==> src/verilog/iwd_defines.svh <==
// Offsets, keys, field positions and reset values of the watchdog
`ifndef IWD_DEFINES_SVH
`define IWD_DEFINES_SVH

`define IWD_OFF_KEY          8'h00
`define IWD_OFF_PRESCALER    8'h04
`define IWD_OFF_RELOAD       8'h08
`define IWD_OFF_STATUS       8'h0C
`define IWD_OFF_DEBUG        8'h10

`define IWD_KEY_START        16'hCCCC
`define IWD_KEY_RELOAD       16'hAAAA
`define IWD_KEY_UNLOCK       16'h5555

`define IWD_KEY_MSB          15
`define IWD_PD_MSB           2
`define IWD_REL_MSB          11
`define IWD_STS_PVU_BIT      0
`define IWD_STS_RELOAD_UPDATE_BUSY_BIT     1
`define IWD_DBG_FREEZE_BIT   0

`define IWD_RST_PD           3'h0
`define IWD_RST_REL          12'hFFF
`define IWD_CNT_INIT         12'hFFF
`define IWD_CNT_ZERO         12'h000

`endif

==> src/verilog/iwd_pkg.sv <==
// Types shared by the watchdog design
package iwd_pkg;

  typedef enum logic [1:0] {
    CNT_OFF,
    CNT_RUN,
    CNT_FIRED
  } iwd_cnt_e;

  // One pending transfer of a value into the slow oscillator domain
  typedef struct packed {
    logic busy;
    logic copied;
  } iwd_upd_s;

  typedef logic [11:0] iwd_count_t;

endpackage

==> src/verilog/iwd_top.sv <==
// Independent watchdog with APB register slave
// Operation
// - Start key enables the watchdog; counter counts down from all ones.
// - Counter reaching zero while enabled asserts the reset output.
// - Reload key loads the counter with the current reload value.
// - After a reload, every round starts from the programmed reload value.
// - Hardware-watchdog option starts counting after power-on without software.
// - Prescaler and reload writes are rejected unless unlocked first.
// - Any key other than unlock restores write protection.
// - Reload key also restores write protection.
// - Update-busy flag is set while a new value is transferred.
// - Update-busy flag clears once the transfer has completed.
// - Reads during an update may be stale; valid once flag clears.
// - A started update completes by itself, even in low-power modes.
// - Counter ticks on prescaled slow clock; codes give /4 to /256.
// - Counting is driven by the independent low-speed oscillator.
// - Watchdog keeps operating in all run, sleep and standby modes.
// - In debug halt the counter freezes when the freeze bit is one.
// - With hardware-watchdog option, the start key has no effect.
// - Only the low 16 key bits carry the key; upper bits reserved.
`timescale 1ns/10ps
`include "iwd_defines.svh"

module iwd_top
  import iwd_pkg::*;
#(
  parameter int PRESC_W = 8
) (
  // APB clock and reset
  input  wire logic        pclk,
  input  wire logic        presetn,
  // APB slave
  input  wire logic        psel,
  input  wire logic        penable,
  input  wire logic        pwrite,
  input  wire logic [7:0]  paddr,
  input  wire logic [31:0] pwdata,
  output logic             pready,
  output logic [31:0]      prdata,
  output logic             pslverr,
  // Low-speed oscillator, option strap, debug halt
  input  wire logic        low_speed_osc,
  input  wire logic        software_start_option,
  input  wire logic        core_halted,
  // System reset request
  output logic             watchdog_reset_out
);

  // Counter, reload and prescaler state
  iwd_cnt_e            cnt_state;
  iwd_count_t          count;
  iwd_count_t          rel_shadow;
  iwd_count_t          rel_active;
  logic [2:0]          pd_shadow;
  logic [2:0]          pd_active;
  iwd_upd_s            prescaler_update_busy;
  iwd_upd_s            reload_update_busy;
  logic                unlocked;
  logic                debug_freeze_bit;
  logic                hw_mode;
  logic                strap_done;
  logic                osc_q;
  logic [PRESC_W-1:0]  presc_cnt;
  // Bus decode and tick strobes
  logic                access;
  logic                wr;
  logic [15:0]         key_value_field;
  logic                key_wr;
  logic                slow_tick;
  logic                div_tick;
  logic                frozen;
  logic [31:0]         next_rdata;
  logic                next_err;
  logic                key_start;
  logic                key_reload;
  logic                key_unlock;
  logic                wr_psc;
  logic                wr_rel;
  logic                wr_dbg;
  logic                take_psc;
  logic                take_rel;
  logic                running;
  logic                fire_now;

  // Terminal count of the prescaler for a given code
  function automatic logic [PRESC_W-1:0] div_limit(input logic [2:0] code);
    logic [PRESC_W-1:0] lim;
    lim = '0;
    unique case (code)
      3'h0:    lim = PRESC_W'(3);
      3'h1:    lim = PRESC_W'(7);
      3'h2:    lim = PRESC_W'(15);
      3'h3:    lim = PRESC_W'(31);
      3'h4:    lim = PRESC_W'(63);
      3'h5:    lim = PRESC_W'(127);
      default: lim = PRESC_W'(255);
    endcase
    return lim;
  endfunction

  // Byte address match; every register is one aligned word
  function automatic logic hit(input logic [7:0] a, input logic [7:0] off);
    return a == off;
  endfunction

  // Shared transfer sequencing: set on an accepted write, copy on the
  // next slow tick, clear on the tick after, so busy never drops
  // before the new value is the one in use
  function automatic iwd_upd_s upd_next(input iwd_upd_s u,
                                        input logic     start,
                                        input logic     tick);
    iwd_upd_s n;
    n = u;
    if (start) begin
      n = '{busy: 1'b1, copied: 1'b0};
    end else if (tick && u.busy) begin
      if (!u.copied) begin
        n.copied = 1'b1;
      end else begin
        n = '0;
      end
    end
    return n;
  endfunction

  // Writes and reads complete at the edge where pready is sampled high
  assign access          = psel & penable & pready;
  assign wr              = access & pwrite;
  assign key_value_field = pwdata[`IWD_KEY_MSB:0];
  assign key_wr          = wr & hit(paddr, `IWD_OFF_KEY);
  assign slow_tick       = low_speed_osc & ~osc_q;
  assign div_tick        = slow_tick & (presc_cnt == div_limit(pd_active));
  assign frozen          = core_halted & debug_freeze_bit;

  // Key decode looks only at the low half; upper bits are reserved
  assign key_start  = key_wr & (key_value_field == `IWD_KEY_START);
  assign key_reload = key_wr & (key_value_field == `IWD_KEY_RELOAD);
  assign key_unlock = key_wr & (key_value_field == `IWD_KEY_UNLOCK);

  // Per-register write strobes, qualified by the completing bus edge
  assign wr_psc = wr & hit(paddr, `IWD_OFF_PRESCALER);
  assign wr_rel = wr & hit(paddr, `IWD_OFF_RELOAD);
  assign wr_dbg = wr & hit(paddr, `IWD_OFF_DEBUG);

  // A write while locked or still busy is dropped, never queued
  assign take_psc = wr_psc & unlocked & ~prescaler_update_busy.busy;
  assign take_rel = wr_rel & unlocked & ~reload_update_busy.busy;

  // Expiry is seen in the cycle the counter stands at zero; a reload
  // key in that very cycle still wins and saves the device
  assign running  = (cnt_state == CNT_RUN);
  assign fire_now = running & (count == `IWD_CNT_ZERO) & ~key_reload;

  // Read mux; the key register is write-only and reads zero
  // Active values are read, so a read during an update shows the old one until the copy tick
  always_comb begin
    next_rdata = 32'h0000_0000;
    next_err   = 1'b0;
    if (hit(paddr, `IWD_OFF_KEY)) begin
      next_rdata = 32'h0000_0000;
    end else if (hit(paddr, `IWD_OFF_PRESCALER)) begin
      next_rdata[`IWD_PD_MSB:0] = pd_active;
    end else if (hit(paddr, `IWD_OFF_RELOAD)) begin
      next_rdata[`IWD_REL_MSB:0] = rel_active;
    end else if (hit(paddr, `IWD_OFF_STATUS)) begin
      next_rdata[`IWD_STS_PVU_BIT]  = prescaler_update_busy.busy;
      next_rdata[`IWD_STS_RELOAD_UPDATE_BUSY_BIT] = reload_update_busy.busy;
    end else if (hit(paddr, `IWD_OFF_DEBUG)) begin
      next_rdata[`IWD_DBG_FREEZE_BIT] = debug_freeze_bit;
    end else begin
      next_err = 1'b1;
    end
  end

  // One wait state keeps every bus output straight from a flop
  always_ff @(posedge pclk or negedge presetn) begin
    if (!presetn) begin
      pready  <= 1'b0;
      prdata  <= 32'h0000_0000;
      pslverr <= 1'b0;
    end else if (psel && penable && !pready) begin
      pready  <= 1'b1;
      prdata  <= pwrite ? 32'h0000_0000 : next_rdata;
      pslverr <= next_err;
    end else begin
      pready  <= 1'b0;
      prdata  <= 32'h0000_0000;
      pslverr <= 1'b0;
    end
  end

  // Write protection of prescaler and reload
  always_ff @(posedge pclk or negedge presetn) begin
    if (!presetn) begin
      unlocked <= 1'b0;
    end else if (key_wr) begin
      unlocked <= key_unlock;
    end
  end

  // Debug control
  always_ff @(posedge pclk or negedge presetn) begin
    if (!presetn) begin
      debug_freeze_bit <= 1'b0;
    end else if (wr_dbg) begin
      debug_freeze_bit <= pwdata[`IWD_DBG_FREEZE_BIT];
    end
  end

  // Option strap caught once, the first edge after reset release
  // Later strap changes are ignored until the next reset
  always_ff @(posedge pclk or negedge presetn) begin
    if (!presetn) begin
      hw_mode    <= 1'b0;
      strap_done <= 1'b0;
    end else if (!strap_done) begin
      hw_mode    <= ~software_start_option;
      strap_done <= 1'b1;
    end
  end

  // Oscillator edge detect
  // Input is taken as synchronous to pclk, so one flop is enough
  always_ff @(posedge pclk or negedge presetn) begin
    if (!presetn) begin
      osc_q <= 1'b0;
    end else begin
      osc_q <= low_speed_osc;
    end
  end

  // Prescaler transfer flags
  always_ff @(posedge pclk or negedge presetn) begin
    if (!presetn) begin
      prescaler_update_busy <= '0;
    end else begin
      prescaler_update_busy <= upd_next(prescaler_update_busy, take_psc, slow_tick);
    end
  end

  // Prescaler value: shadow on the bus write, active on the copy tick.
  // Nothing here depends on power mode, so the copy always finishes.
  always_ff @(posedge pclk or negedge presetn) begin
    if (!presetn) begin
      pd_shadow <= `IWD_RST_PD;
      pd_active <= `IWD_RST_PD;
    end else if (take_psc) begin
      pd_shadow <= pwdata[`IWD_PD_MSB:0];
    end else if (slow_tick && prescaler_update_busy.busy && !prescaler_update_busy.copied) begin
      pd_active <= pd_shadow;
    end
  end

  // Reload transfer flags, same scheme
  always_ff @(posedge pclk or negedge presetn) begin
    if (!presetn) begin
      reload_update_busy <= '0;
    end else begin
      reload_update_busy <= upd_next(reload_update_busy, take_rel, slow_tick);
    end
  end

  // Reload value; a new value does not itself reload the counter
  always_ff @(posedge pclk or negedge presetn) begin
    if (!presetn) begin
      rel_shadow <= `IWD_RST_REL;
      rel_active <= `IWD_RST_REL;
    end else if (take_rel) begin
      rel_shadow <= pwdata[`IWD_REL_MSB:0];
    end else if (slow_tick && reload_update_busy.busy && !reload_update_busy.copied) begin
      rel_active <= rel_shadow;
    end
  end

  // Prescaler counter on slow oscillator edges
  // Phase is kept while frozen so a halt does not shorten a period
  always_ff @(posedge pclk or negedge presetn) begin
    if (!presetn) begin
      presc_cnt <= '0;
    end else if (!running || frozen) begin
      presc_cnt <= presc_cnt;
    end else if (div_tick) begin
      presc_cnt <= '0;
    end else if (slow_tick) begin
      presc_cnt <= presc_cnt + PRESC_W'(1);
    end
  end

  // Run state; no power-mode input gates it, so it runs in every mode
  always_ff @(posedge pclk or negedge presetn) begin
    if (!presetn) begin
      cnt_state <= CNT_OFF;
    end else begin
      unique case (cnt_state)
        CNT_OFF: begin
          if (hw_mode) begin
            cnt_state <= CNT_RUN;
          end else if (key_start) begin
            cnt_state <= CNT_RUN;
          end
        end
        CNT_RUN: begin
          // Start key while running changes nothing, hardware mode too
          if (fire_now) begin
            cnt_state <= CNT_FIRED;
          end
        end
        CNT_FIRED: begin
          // Only a system reset leaves this state
          cnt_state <= CNT_FIRED;
        end
      endcase
    end
  end

  // Down-counter; a reload key loads it even before the start key
  always_ff @(posedge pclk or negedge presetn) begin
    if (!presetn) begin
      count <= `IWD_CNT_INIT;
    end else if (cnt_state == CNT_FIRED) begin
      count <= `IWD_CNT_ZERO;
    end else if (key_reload) begin
      count <= rel_active;
    end else if (running && count != `IWD_CNT_ZERO &&
                 div_tick && !frozen) begin
      count <= count - 12'h001;
    end
  end

  // Reset request held until the system reset clears the block
  // Sticky level, so slow reset logic cannot miss a short pulse
  always_ff @(posedge pclk or negedge presetn) begin
    if (!presetn) begin
      watchdog_reset_out <= 1'b0;
    end else if (fire_now) begin
      watchdog_reset_out <= 1'b1;
    end
  end

endmodule

==> config.mk <==
export PLATFORM = sky130hd
export DESIGN_NAME = iwd_top
export DESIGN_NICKNAME = d
export VERILOG_FILES = /design/src/verilog/iwd_pkg.sv /design/src/verilog/iwd_top.sv
export VERILOG_INCLUDE_DIRS = /design/src /design/src/verilog
export SDC_FILE = /design/constraint.sdc
export NUM_CORES = 1
export LEC_CHECK = 0
export BUFFER_PORTS_ARGS = -buffer_cell sky130_fd_sc_hd__buf_2
export CELL_PAD_IN_SITES_DETAIL_PLACEMENT = 0
export CELL_PAD_IN_SITES_GLOBAL_PLACEMENT = 1
export CORE_ASPECT_RATIO = 0.75
export CORE_UTILIZATION = 42
export CTS_BUF_LIST = sky130_fd_sc_hd__clkbuf_4 sky130_fd_sc_hd__clkbuf_8 sky130_fd_sc_hd__clkbuf_16
export DETAILED_ROUTE_END_ITERATION = 12
export GPL_ROUTABILITY_DRIVEN = 0
export PLACE_DENSITY = 0.8
export SYNTH_ARGS = -nofsm -noshare
export SYNTH_HDL_FRONTEND = slang
export SYNTH_SLANG_ARGS = --single-unit
==> constraint.sdc <==
create_clock -name pclk -period 2.5 [get_ports pclk]
set_input_delay 0.125 -clock pclk [delete_from_list [all_inputs] [get_ports pclk]]
set_output_delay 0.125 -clock pclk [all_outputs]
set_load 0.02 [all_outputs]
==> results of run 1 <==
per-stage QoR:
stage,utilization [%],setup slack [ns],power (W),cell area (um^2),std cells
final,51.7,0.147,0.00284,4460,523
after global routing,51.7,0.0173,0.00296,4460,523
after CTS,51.7,0.166,0.00287,4460,523
after detailed placement,47.9,0.201,0.00160,4140,504
after global placement,47.9,0.266,0.00159,4140,504
after floorplan,-,0.391,0.00151,3880,369
cells in the final DEF (no fill, tap or decap), drive strengths merged, types with 3 or more instances in the layout:
cell type | Yosys | layout
dfrtp | 40 | 40
dfstp | 36 | 36
nor2b | 4 | 4
nand3b | 5 | 5
xor2 | 8 | 8
and3 | 15 | 15
mux2i | 4 | 4
inv | 9 | 9
nor4bb | 6 | 6
nor3 | 4 | 4
conb | 2 | 21
clkinv | 0 | 4
a211oi | 10 | 10
nand2b | 4 | 4
a21oi | 3 | 3
buf | 25 | 58
ha | 5 | 5
dlygate4sd3 | 0 | 3
nor4 | 4 | 4
nand4 | 4 | 4
o21ai | 19 | 19
nand3 | 16 | 16
nor2 | 28 | 28
clkbuf | 6 | 11
mux2 | 32 | 32
a22oi | 3 | 3
nand2 | 32 | 32
nor4b | 3 | 3
where the power goes:
part	total, W	internal (W)	switching, W
combinational	0.000236	0.0000890	0.000147
sequential	0.00135	0.00128	0.0000632
clock	0.00125	0.000743	0.000510
total	0.00284	0.00212	0.000720
timing repair:
action / in CTS / in global routing
setup endpoints to repair: 0 / 2
hold endpoints to repair: 22 / 0
gates resized for setup: 0 / 1
hold buffers: 3 / 0
flip-flops by register name, indices dropped and copies added, names as in the netlist, 2 cells and up:
register / cells
cnt_state: 2
count: 12
pd_active: 3
pd_shadow: 3
prdata: 12
presc_cnt: 8
prescaler_update_busy: 2
rel_active: 12
rel_shadow: 12
reload_update_busy: 2
final cells by class:
cell class	count	area share, %
Sequential cell	76	43.6
Clock buffer	11	5.77
Inverter	9	0.757
Tap cell	108	3.03
Clock inverter	5	0.785
Timing Repair Buffer	61	8.13
Multi-Input combinational cell	253	37.9
cell families (layout without fill, tap and decap cells):
group	after synthesis	in the layout
buf+inv	40	86
compound gates	47	47
flops	76	76
simple gates	134	134
mux	36	36
xor+xnor	10	10
other cells	2	21
fa+ha+maj	5	5
worst reg2reg max path: stages, from the launching register on:
cell and delay [ns]:
dfrtp_1 0.46, a21o_2 0.25, a2111oi_2 0.31, a41oi_1 0.12
nor4_2 0.30, buf_4 0.26, nand4_1 0.13, xnor2_1 0.16
a211oi_1 0.27
routing by layer:
layer	vias up	share of wire, %	GRT usage, %
li1	1332	-	-
met1	1383	48	26.8
met2	81	45	29.4
met3	13	5.9	5.63
met4	0	1.4	6.55
met5	-	0	0
worst max path at each step:
stage	to	slack, ns	cells after the start
5_1_grt	count[11]	0.02	8
3_3_place_gp	count[10]	0.27	8
6_report	count[11]	0.15	8
4_1_cts	count[11]	0.17	8
3_5_place_dp	count[10]	0.20	8
2_1_floorplan	count[11]	0.39	9
==> impl_metrics.tcl, run 1 <==
set metrics [dict create \
    regArea_um2 1950 \
    r2r_start "pd_active[0]" \
    initial_utilization_pct 44.1 \
    die_area_um2 9460 \
    cp.required_ns 2.74 \
    grt_pass1_vias 2663 \
    cpMaxStageDelayCell "dfrtp_1" \
    cpPeakStageDelay_ns 0.46 \
    grt_first_pass_wirelength_mm 13.9 \
    min_from "paddr[4]" \
    synth_seq_area_share_pct 51.1 \
    multi_input_comb_area_um2 1690 \
    die_h_um 84.5 \
    synth_compound_area_share_pct 8.18 \
    wl_per_cell_um 16.0 \
    cts.clk_slew.worst_paths_ns 0.06 \
    fillerInstances 809 \
    fin_tns_setup_ns 0 \
    outcome "finished, violations left" \
    viasPerCell 5.37 \
    holdPathStages 2 \
    grt_use_total_pct 19.4 \
    hpwl_mm 6.04 \
    p_per_area_nw_per_um2 635 \
    hold_viol_final 0 \
    yosysMostFrequentCell "dfrtp_1" \
    min_period_over_period_pct 94.1 \
    row_count 29 \
    drt_wl_total_mm 8.36 \
    io_buffers 46 \
    reg2reg_slack_ns 0.15 \
    synthCells 350 \
    p_leak_nw 2.12 \
    coreArea_um2 8640 \
    htree_levels 3 \
    path_buf_inv 1 \
    synth_xor_area_share_pct 2.30 \
    clock.fmax_mhz 425 \
    cp-start-kind "flip-flop" \
    synthAdderAreaFrac_pct 1.64 \
    ys_types 50 \
    clkLatencyLatePin_ns 0.34 \
    cts_tree "yes" \
    violations "DRC" \
    fin_skew_ns 0.00624 \
    synthTopCellsByCount "40 x dfrtp_1, 36 x dfstp_2, 32 x mux2_2, 32 x nand2_1, 28 x nor2_1" \
    tightest_slew_ns 0.741 \
    post-synth-top-area-cell "dfrtp_1" \
    cp_cell_sequence "a21o_2 > a2111oi_2 > a41oi_1 > nor4_2 > buf_4 > nand4_1 > xnor2_1 > a211oi_1" \
    worstPathMaxFanout 12 \
    yosys_most_used_dff "dfrtp_1" \
    min_to "prdata[1]" \
    vias 2809 \
    antenna_cells 0 \
    antenna_left 0 \
    grt-ovfl-total 0 \
    ys_ff_latch 76 \
    die_x_um 112 \
    whs_ns 0.0308 \
    grt_max_degree 47 \
    io_pins 83 \
    synthArstFlopShare_pct 100 \
    clk_path_buf_depth 2 \
    maxCapViolCount 0 \
    ff2ff_path_depth 8 \
    cp_top_family "compound AO/OA/AOI/OAI gates" \
    nets 463 \
    synthSimpleGateAreaFrac_pct 19.7 \
    min-delay-path-class "primary input to flip-flop" \
    cts_num_sinks 76 \
    finalSetupViolations 0 \
    synth_edf_count 0 \
    antenna_found_initial 0 \
    firstDrtPassIters 9 \
    crit_path_end_kind "flip-flop" \
    criticalPathCategory "flip-flop to flip-flop" \
    crit_start "pd_active[0]" \
    drt_first_iter_violations 156 \
    cts_buffers 9 \
    post_cts_buffers 0 \
    slew_viol_final 0 \
    irDropWorstVdd_uv 389 \
    yosysWarnings 0 \
    period_needed_ns 2.35 \
    rsz0062_at_grt "false" \
    synth_top_area_share_pct 26.3 \
    synth_top_family_by_area "simple AND/OR/NAND/NOR gates" \
    max_slew_margin_pct 50.6 \
    synthMuxAreaShare_pct 10.5 \
    cts-root-buf "clkbuf_16" \
    netlist_area_um2 3810 \
    regToRegEndpoint "count[11]" \
    drc 3 \
    final_layout_size_suffix_gt1_share_pct 35.9 \
    cp_data_arrival_time_ns 2.59 \
    syn_avg_cell_area_um2 10.9 \
    synth.area.top_cells "dfrtp_1 26%, dfstp_2 25%, mux2_2 9.5%, buf_4 3.9%, nand2_1 3.2%" \
    syn2layout_area_growth_pct 17.2 \
]
Power figures use the tool's default switching activity.
==> run 2, diff against run 1 <==
--- a/config.mk
+++ b/config.mk
@@ -7,6 +7,7 @@
 export NUM_CORES = 1
 export LEC_CHECK = 0
 export BUFFER_PORTS_ARGS = -buffer_cell sky130_fd_sc_hd__buf_2
+export CAP_MARGIN = 25
 export CELL_PAD_IN_SITES_DETAIL_PLACEMENT = 0
 export CELL_PAD_IN_SITES_GLOBAL_PLACEMENT = 1
 export CORE_ASPECT_RATIO = 0.75
@@ -15,6 +16,8 @@
 export DETAILED_ROUTE_END_ITERATION = 12
 export GPL_ROUTABILITY_DRIVEN = 0
 export PLACE_DENSITY = 0.8
+export REMOVE_ABC_BUFFERS = 1
+export SLEW_MARGIN = 20
 export SYNTH_ARGS = -nofsm -noshare
 export SYNTH_HDL_FRONTEND = slang
 export SYNTH_SLANG_ARGS = --single-unit
==> impl_metrics.tcl, run 2 (synthesis gave the netlist of run 1 again) <==
set metrics [dict create \
    clk_path_buf_depth 2 \
    tightest_slew_ns 0.689 \
    r2r_start "pd_active[0]" \
    p_leak_nw 2.14 \
    fin_util_pct 52.0 \
    antenna_found_initial 0 \
    cp.required_ns 2.74 \
    antenna_left 0 \
    cts.clk_slew.worst_paths_ns 0.06 \
    rsz0062_at_grt "false" \
    p_per_area_nw_per_um2 662 \
    ff2ff_path_depth 8 \
    min-delay-path-class "primary input to flip-flop" \
    period_needed_ns 2.27 \
    io_buffers 46 \
    cts_buffers 9 \
    firstDrtPassIters 11 \
    maxCapViolCount 0 \
    cp_cell_sequence "a21o_2 > a2111oi_2 > a41oi_1 > nor4_2 > buf_4 > nand4b_1 > xor2_1 > a211oi_1" \
    cpMaxStageDelayCell "dfrtp_2" \
    viasPerCell 5.31 \
    drt_first_iter_violations 124 \
    wl_per_cell_um 15.6 \
    clkLatencyLatePin_ns 0.33 \
    min_from "paddr[4]" \
    die_area_um2 9460 \
    min_to "prdata[1]" \
    vias 2781 \
    initial_utilization_pct 44.1 \
    cpPeakStageDelay_ns 0.46 \
    violations "DRC" \
    final_cell_mix "46 x buf_2, 38 x dfrtp_1, 36 x dfstp_2" \
    fin_area_um2 4490 \
    antenna_cells 0 \
    htree_levels 3 \
    slew_viol_final 0 \
    outcome "finished, violations left" \
    clock.fmax_mhz 440 \
    grt_use_total_pct 18.8 \
    cp-start-kind "flip-flop" \
    crit_path_end_kind "flip-flop" \
    irDropWorstVdd_uv 389 \
    worstPathMaxFanout 12 \
    grt_first_pass_wirelength_mm 13.6 \
    grt_pass1_vias 2682 \
    post_cts_buffers 0 \
    cts_tree "yes" \
    placed_cell_area_um2 4140 \
    nets 464 \
    cts_num_sinks 76 \
    die_x_um 112 \
    final_common_cell "buf_2" \
    min_period_over_period_pct 90.8 \
    cp_data_arrival_time_ns 2.51 \
    coreArea_um2 8640 \
    die_h_um 84.5 \
    cts-root-buf "clkbuf_16" \
    reg2reg_slack_ns 0.23 \
    path_buf_inv 1 \
    grt-ovfl-total 0 \
    criticalPathCategory "flip-flop to flip-flop" \
    holdPathStages 2 \
    max_slew_margin_pct 53.9 \
    drc 2 \
    grt_max_degree 31 \
    drt_wl_total_mm 8.19 \
    fin_skew_ns 0.00534 \
    hold_viol_final 0 \
    io_pins 83 \
    syn2layout_area_growth_pct 17.9 \
    hpwl_mm 5.91 \
    finalSetupViolations 0 \
    final_layout_size_suffix_gt1_share_pct 36.3 \
    fin_tns_setup_ns 0 \
    crit_start "pd_active[0]" \
    row_count 29 \
    regToRegEndpoint "count[10]" \
    cp_top_family "compound AO/OA/AOI/OAI gates" \
]
-- run 2: area by class of cell --
class	count	area, um^2
inverters	9	33.8
clock buffers	11	246
clock inverters	5	75.1
fillers	796	4150
repair buffers	62	358
multi-input cells	253	1690
flip-flops and latches	76	1950
well taps	108	135
-- run 2: repair_timing --
item	4_1_cts	5_1_grt
resized for setup	0	2
hold buffers	3	0
setup endpoints to repair	0	4
hold endpoints to repair	17	0
-- run 2: report_power, final --
part / internal (W) / switching (W)
sequential: 0.00128 / 0.0000638
combinational: 0.0000880 / 0.000145
clock: 0.000906 / 0.000486
total: 0.00228 / 0.000695
-- run 2: per-stage QoR --
stage,power (W),hold slack [ns],std cells,worst slack (ns)
2_1_floorplan,0.00149,-0.171,338,0.0720
3_3_place_gp,0.00159,0.136,505,0.304
3_5_place_dp,0.00160,0.145,505,0.236
4_1_cts,0.00301,0.00181,524,0.213
5_1_grt,0.00311,0.0371,524,0.00895
6_report,0.00297,0.0161,524,0.229
-- run 2: how the worst max path moves through the flow --
stage / endpoint / slack (ns) / cells past startpoint
after floorplan: count[10] / 0.07 / 7
after global placement: count[8] / 0.30 / 8
after detailed placement: count[8] / 0.24 / 8
after CTS: count[10] / 0.21 / 8
after global routing: count[10] / 0.009 / 8
final: count[10] / 0.23 / 8
-- run 2: per-layer routing --
layer,wire (um),vias to the layer above,GRT usage (%)
met3,352,12,4.55
li1,-,1321,-
met4,105,0,6.79
met5,0,-,0
met2,3560,73,28.6
met1,4170,1375,26.2
==> run 3, diff against run 2 <==
--- a/config.mk
+++ b/config.mk
@@ -6,16 +6,17 @@
 export SDC_FILE = /design/constraint.sdc
 export NUM_CORES = 1
 export LEC_CHECK = 0
+export ABC_AREA = 1
 export BUFFER_PORTS_ARGS = -buffer_cell sky130_fd_sc_hd__buf_2
 export CAP_MARGIN = 25
 export CELL_PAD_IN_SITES_DETAIL_PLACEMENT = 0
 export CELL_PAD_IN_SITES_GLOBAL_PLACEMENT = 1
 export CORE_ASPECT_RATIO = 0.75
-export CORE_UTILIZATION = 42
+export CORE_UTILIZATION = 40
 export CTS_BUF_LIST = sky130_fd_sc_hd__clkbuf_4 sky130_fd_sc_hd__clkbuf_8 sky130_fd_sc_hd__clkbuf_16
 export DETAILED_ROUTE_END_ITERATION = 12
 export GPL_ROUTABILITY_DRIVEN = 0
-export PLACE_DENSITY = 0.8
+export PLACE_DENSITY = 0.81
 export REMOVE_ABC_BUFFERS = 1
 export SLEW_MARGIN = 20
 export SYNTH_ARGS = -nofsm -noshare
==> impl_metrics.tcl, run 3 <==
set metrics [dict create \
    firstDrtPassIters 4 \
    cp-start-kind "flip-flop" \
    cp_data_arrival_time_ns 2.16 \
    syn_avg_cell_area_um2 7.35 \
    regToRegEndpoint "presc_cnt[7]" \
    outcome "finished clean" \
    post_cts_buffers 0 \
    fin_tns_setup_ns 0 \
    yosysWarnings 0 \
    hold_buffers 3 \
    cpPeakStageDelay_ns 0.39 \
    vias 3815 \
    rsz0062_at_grt "false" \
    grt-ovfl-total 0 \
    crit_path_end_kind "flip-flop" \
    syn2layout_area_growth_pct 15.3 \
    nets 705 \
    synth_edf_count 0 \
    endpoint "presc_cnt[7]" \
    cp_cell_sequence "inv_1 > ha_1 > nand2_1 > nor2_1 > nand4_1 > nor2_1 > nand3_1 > nand2_1 > nor2_1" \
    period_needed_ns 1.94 \
    finalSetupViolations 0 \
    clock.fmax_mhz 516 \
    grt_use_total_pct 19.6 \
    antenna_found_initial 0 \
    ys_types 35 \
    antenna_cells 0 \
    antenna_left 0 \
    drt_wl_total_mm 10.2 \
    grt_pass1_vias 3598 \
    drt_first_iter_violations 236 \
    post-synth-top-area-cell "dfrtp_1" \
    reg2reg_slack_ns 0.56 \
    slew_viol_final 0 \
    fin_skew_ns 0.00428 \
    cts_resized 0 \
    wl_met3_um 450 \
    final_cell_mix "156 x nand2_1, 82 x inv_1, 76 x nor2_1" \
    cts-root-buf "clkbuf_16" \
    die_area_um2 11400 \
    max_slew_margin_pct 50.1 \
    grt_max_degree 77 \
    clkLatencyLatePin_ns 0.34 \
    cts.clk_slew.worst_paths_ns 0.06 \
    cpMaxStageDelayCell "dfrtp_1" \
    viasPerCell 4.81 \
    synth_top_area_share_pct 22.7 \
    ys_ff_latch 76 \
    synthArstFlopShare_pct 100 \
    die_h_um 92.8 \
    initial_utilization_pct 41.9 \
    maxCapViolCount 0 \
    final_common_cell "nand2_1" \
    p_leak_nw 2.74 \
    wl_met2_mm 4.48 \
    synth_seq_area_share_pct 44.2 \
    clk_path_buf_depth 2 \
    p_per_area_nw_per_um2 553 \
    wl_met1_mm 5.17 \
    worst_path_most_repeated_cell "nor2_1" \
    cp.required_ns 2.72 \
    grt_first_pass_wirelength_mm 17.2 \
    irDropWorstVdd_uv 329 \
    drc 0 \
    yosys_most_used_dff "dfrtp_1" \
    row_count 32 \
    min_period_over_period_pct 77.5 \
    criticalPathCategory "flip-flop to flip-flop" \
    die_x_um 123 \
    synthTopCellsByCount "156 x nand2_1, 82 x inv_1, 76 x nor2_1" \
    min-delay-path-class "primary input to flip-flop" \
    crit_start "cnt_state[1]" \
    synth.area.top_cells "dfrtp_1 23%, dfstp_2 21%, nand2_1 13%, inv_1 7.0%, nand3_1 6.6%" \
    wl_per_cell_um 12.9 \
    cts_num_sinks 76 \
    power_w 0.00281 \
    r2r_start "cnt_state[1]" \
    tightest_slew_ns 0.747 \
    worstPathMaxFanout 7 \
    ff2ff_path_depth 9 \
    hpwl_mm 7.55 \
    htree_levels 3 \
    synthCells 599 \
    netlist_area_um2 4400 \
    cts_tree "yes" \
    hold_viol_final 0 \
    top_layer "met4" \
    final_layout_size_suffix_gt1_share_pct 19.8 \
    cts_buffers 9 \
    coreArea_um2 10500 \
    io_buffers 46 \
    io_pins 83 \
    yosysMostFrequentCell "nand2_1" \
]
run 3: worst min-delay path by stage:
| stage | startpoint | end | depth (start not counted) |
|---|---|---|---|
| after floorplan | presetn | cnt_state[0] | 0 |
| after global placement | low_speed_osc | osc_q | 1 |
| after detailed placement | low_speed_osc | osc_q | 1 |
| after CTS | pwdata[8] | rel_shadow[8] | 3 |
| after global routing | pwdata[8] | rel_shadow[8] | 3 |
| final | pwdata[3] | rel_shadow[3] | 3 |
run 3: metal layers:
layer | up-vias | track usage [%]
met4 | 0 | 5.62
met2 | 77 | 30.0
li1 | 1945 | -
met3 | 11 | 4.43
met1 | 1782 | 27.5
met5 | - | 0
run 3: per-stage QoR:
stage	utilization, %	setup WS, ns	cells	cell area [um^2]	hold slack [ns]
after detailed placement	44.7	0.573	773	4690	0.257
after floorplan	-	0.765	588	4260	-0.171
after global routing	48.4	0.394	793	5070	0.0790
after CTS	48.1	0.564	792	5040	0.0578
final	48.4	0.563	793	5070	0.0627
after global placement	44.7	0.692	773	4690	0.251
run 3: worst max-delay path: cells and delay by family, from the launching register on:
family                   cells  cell delay [ns]
flip-flops                   1             0.39
adder cells (fa/ha/maj)      1             0.20
buffers and inverters        1             0.08
AND/OR/NAND/NOR              7             1.15
run 3: cell type report:
cell class                 instances  area, um^2
fill                            1050        5420
clock buffer                       9         225
clock inverter                     7         100
sequential                        76        1950
inverter                          88         330
multi-input combinational        424        1990
timing repair buffer              53         313
tap                              136         170
run 3: where the power goes:
part | internal (W) | switching [W] | leakage, nW
clock | 0.000879 | 0.000533 | 0.148
combinational | 0.0000419 | 0.000110 | 1.72
sequential | 0.00124 | 0.00000332 | 0.871
total | 0.00216 | 0.000646 | 2.74
run 3: cells by family (layout without fill, tap and decap cells):
group	after synthesis	in the layout	share of synthesized area (%)
and+or+nand+nor	333	333	33.8
buffers and inverters	118	157	12.2
DFF	76	76	44.2
AOI/OAI and AO/OA	59	59	6.85
adders and majority gates	5	5	1.42
xor gates and xnor gates	4	4	0.796
other	2	21	0.171
muxes	2	2	0.512
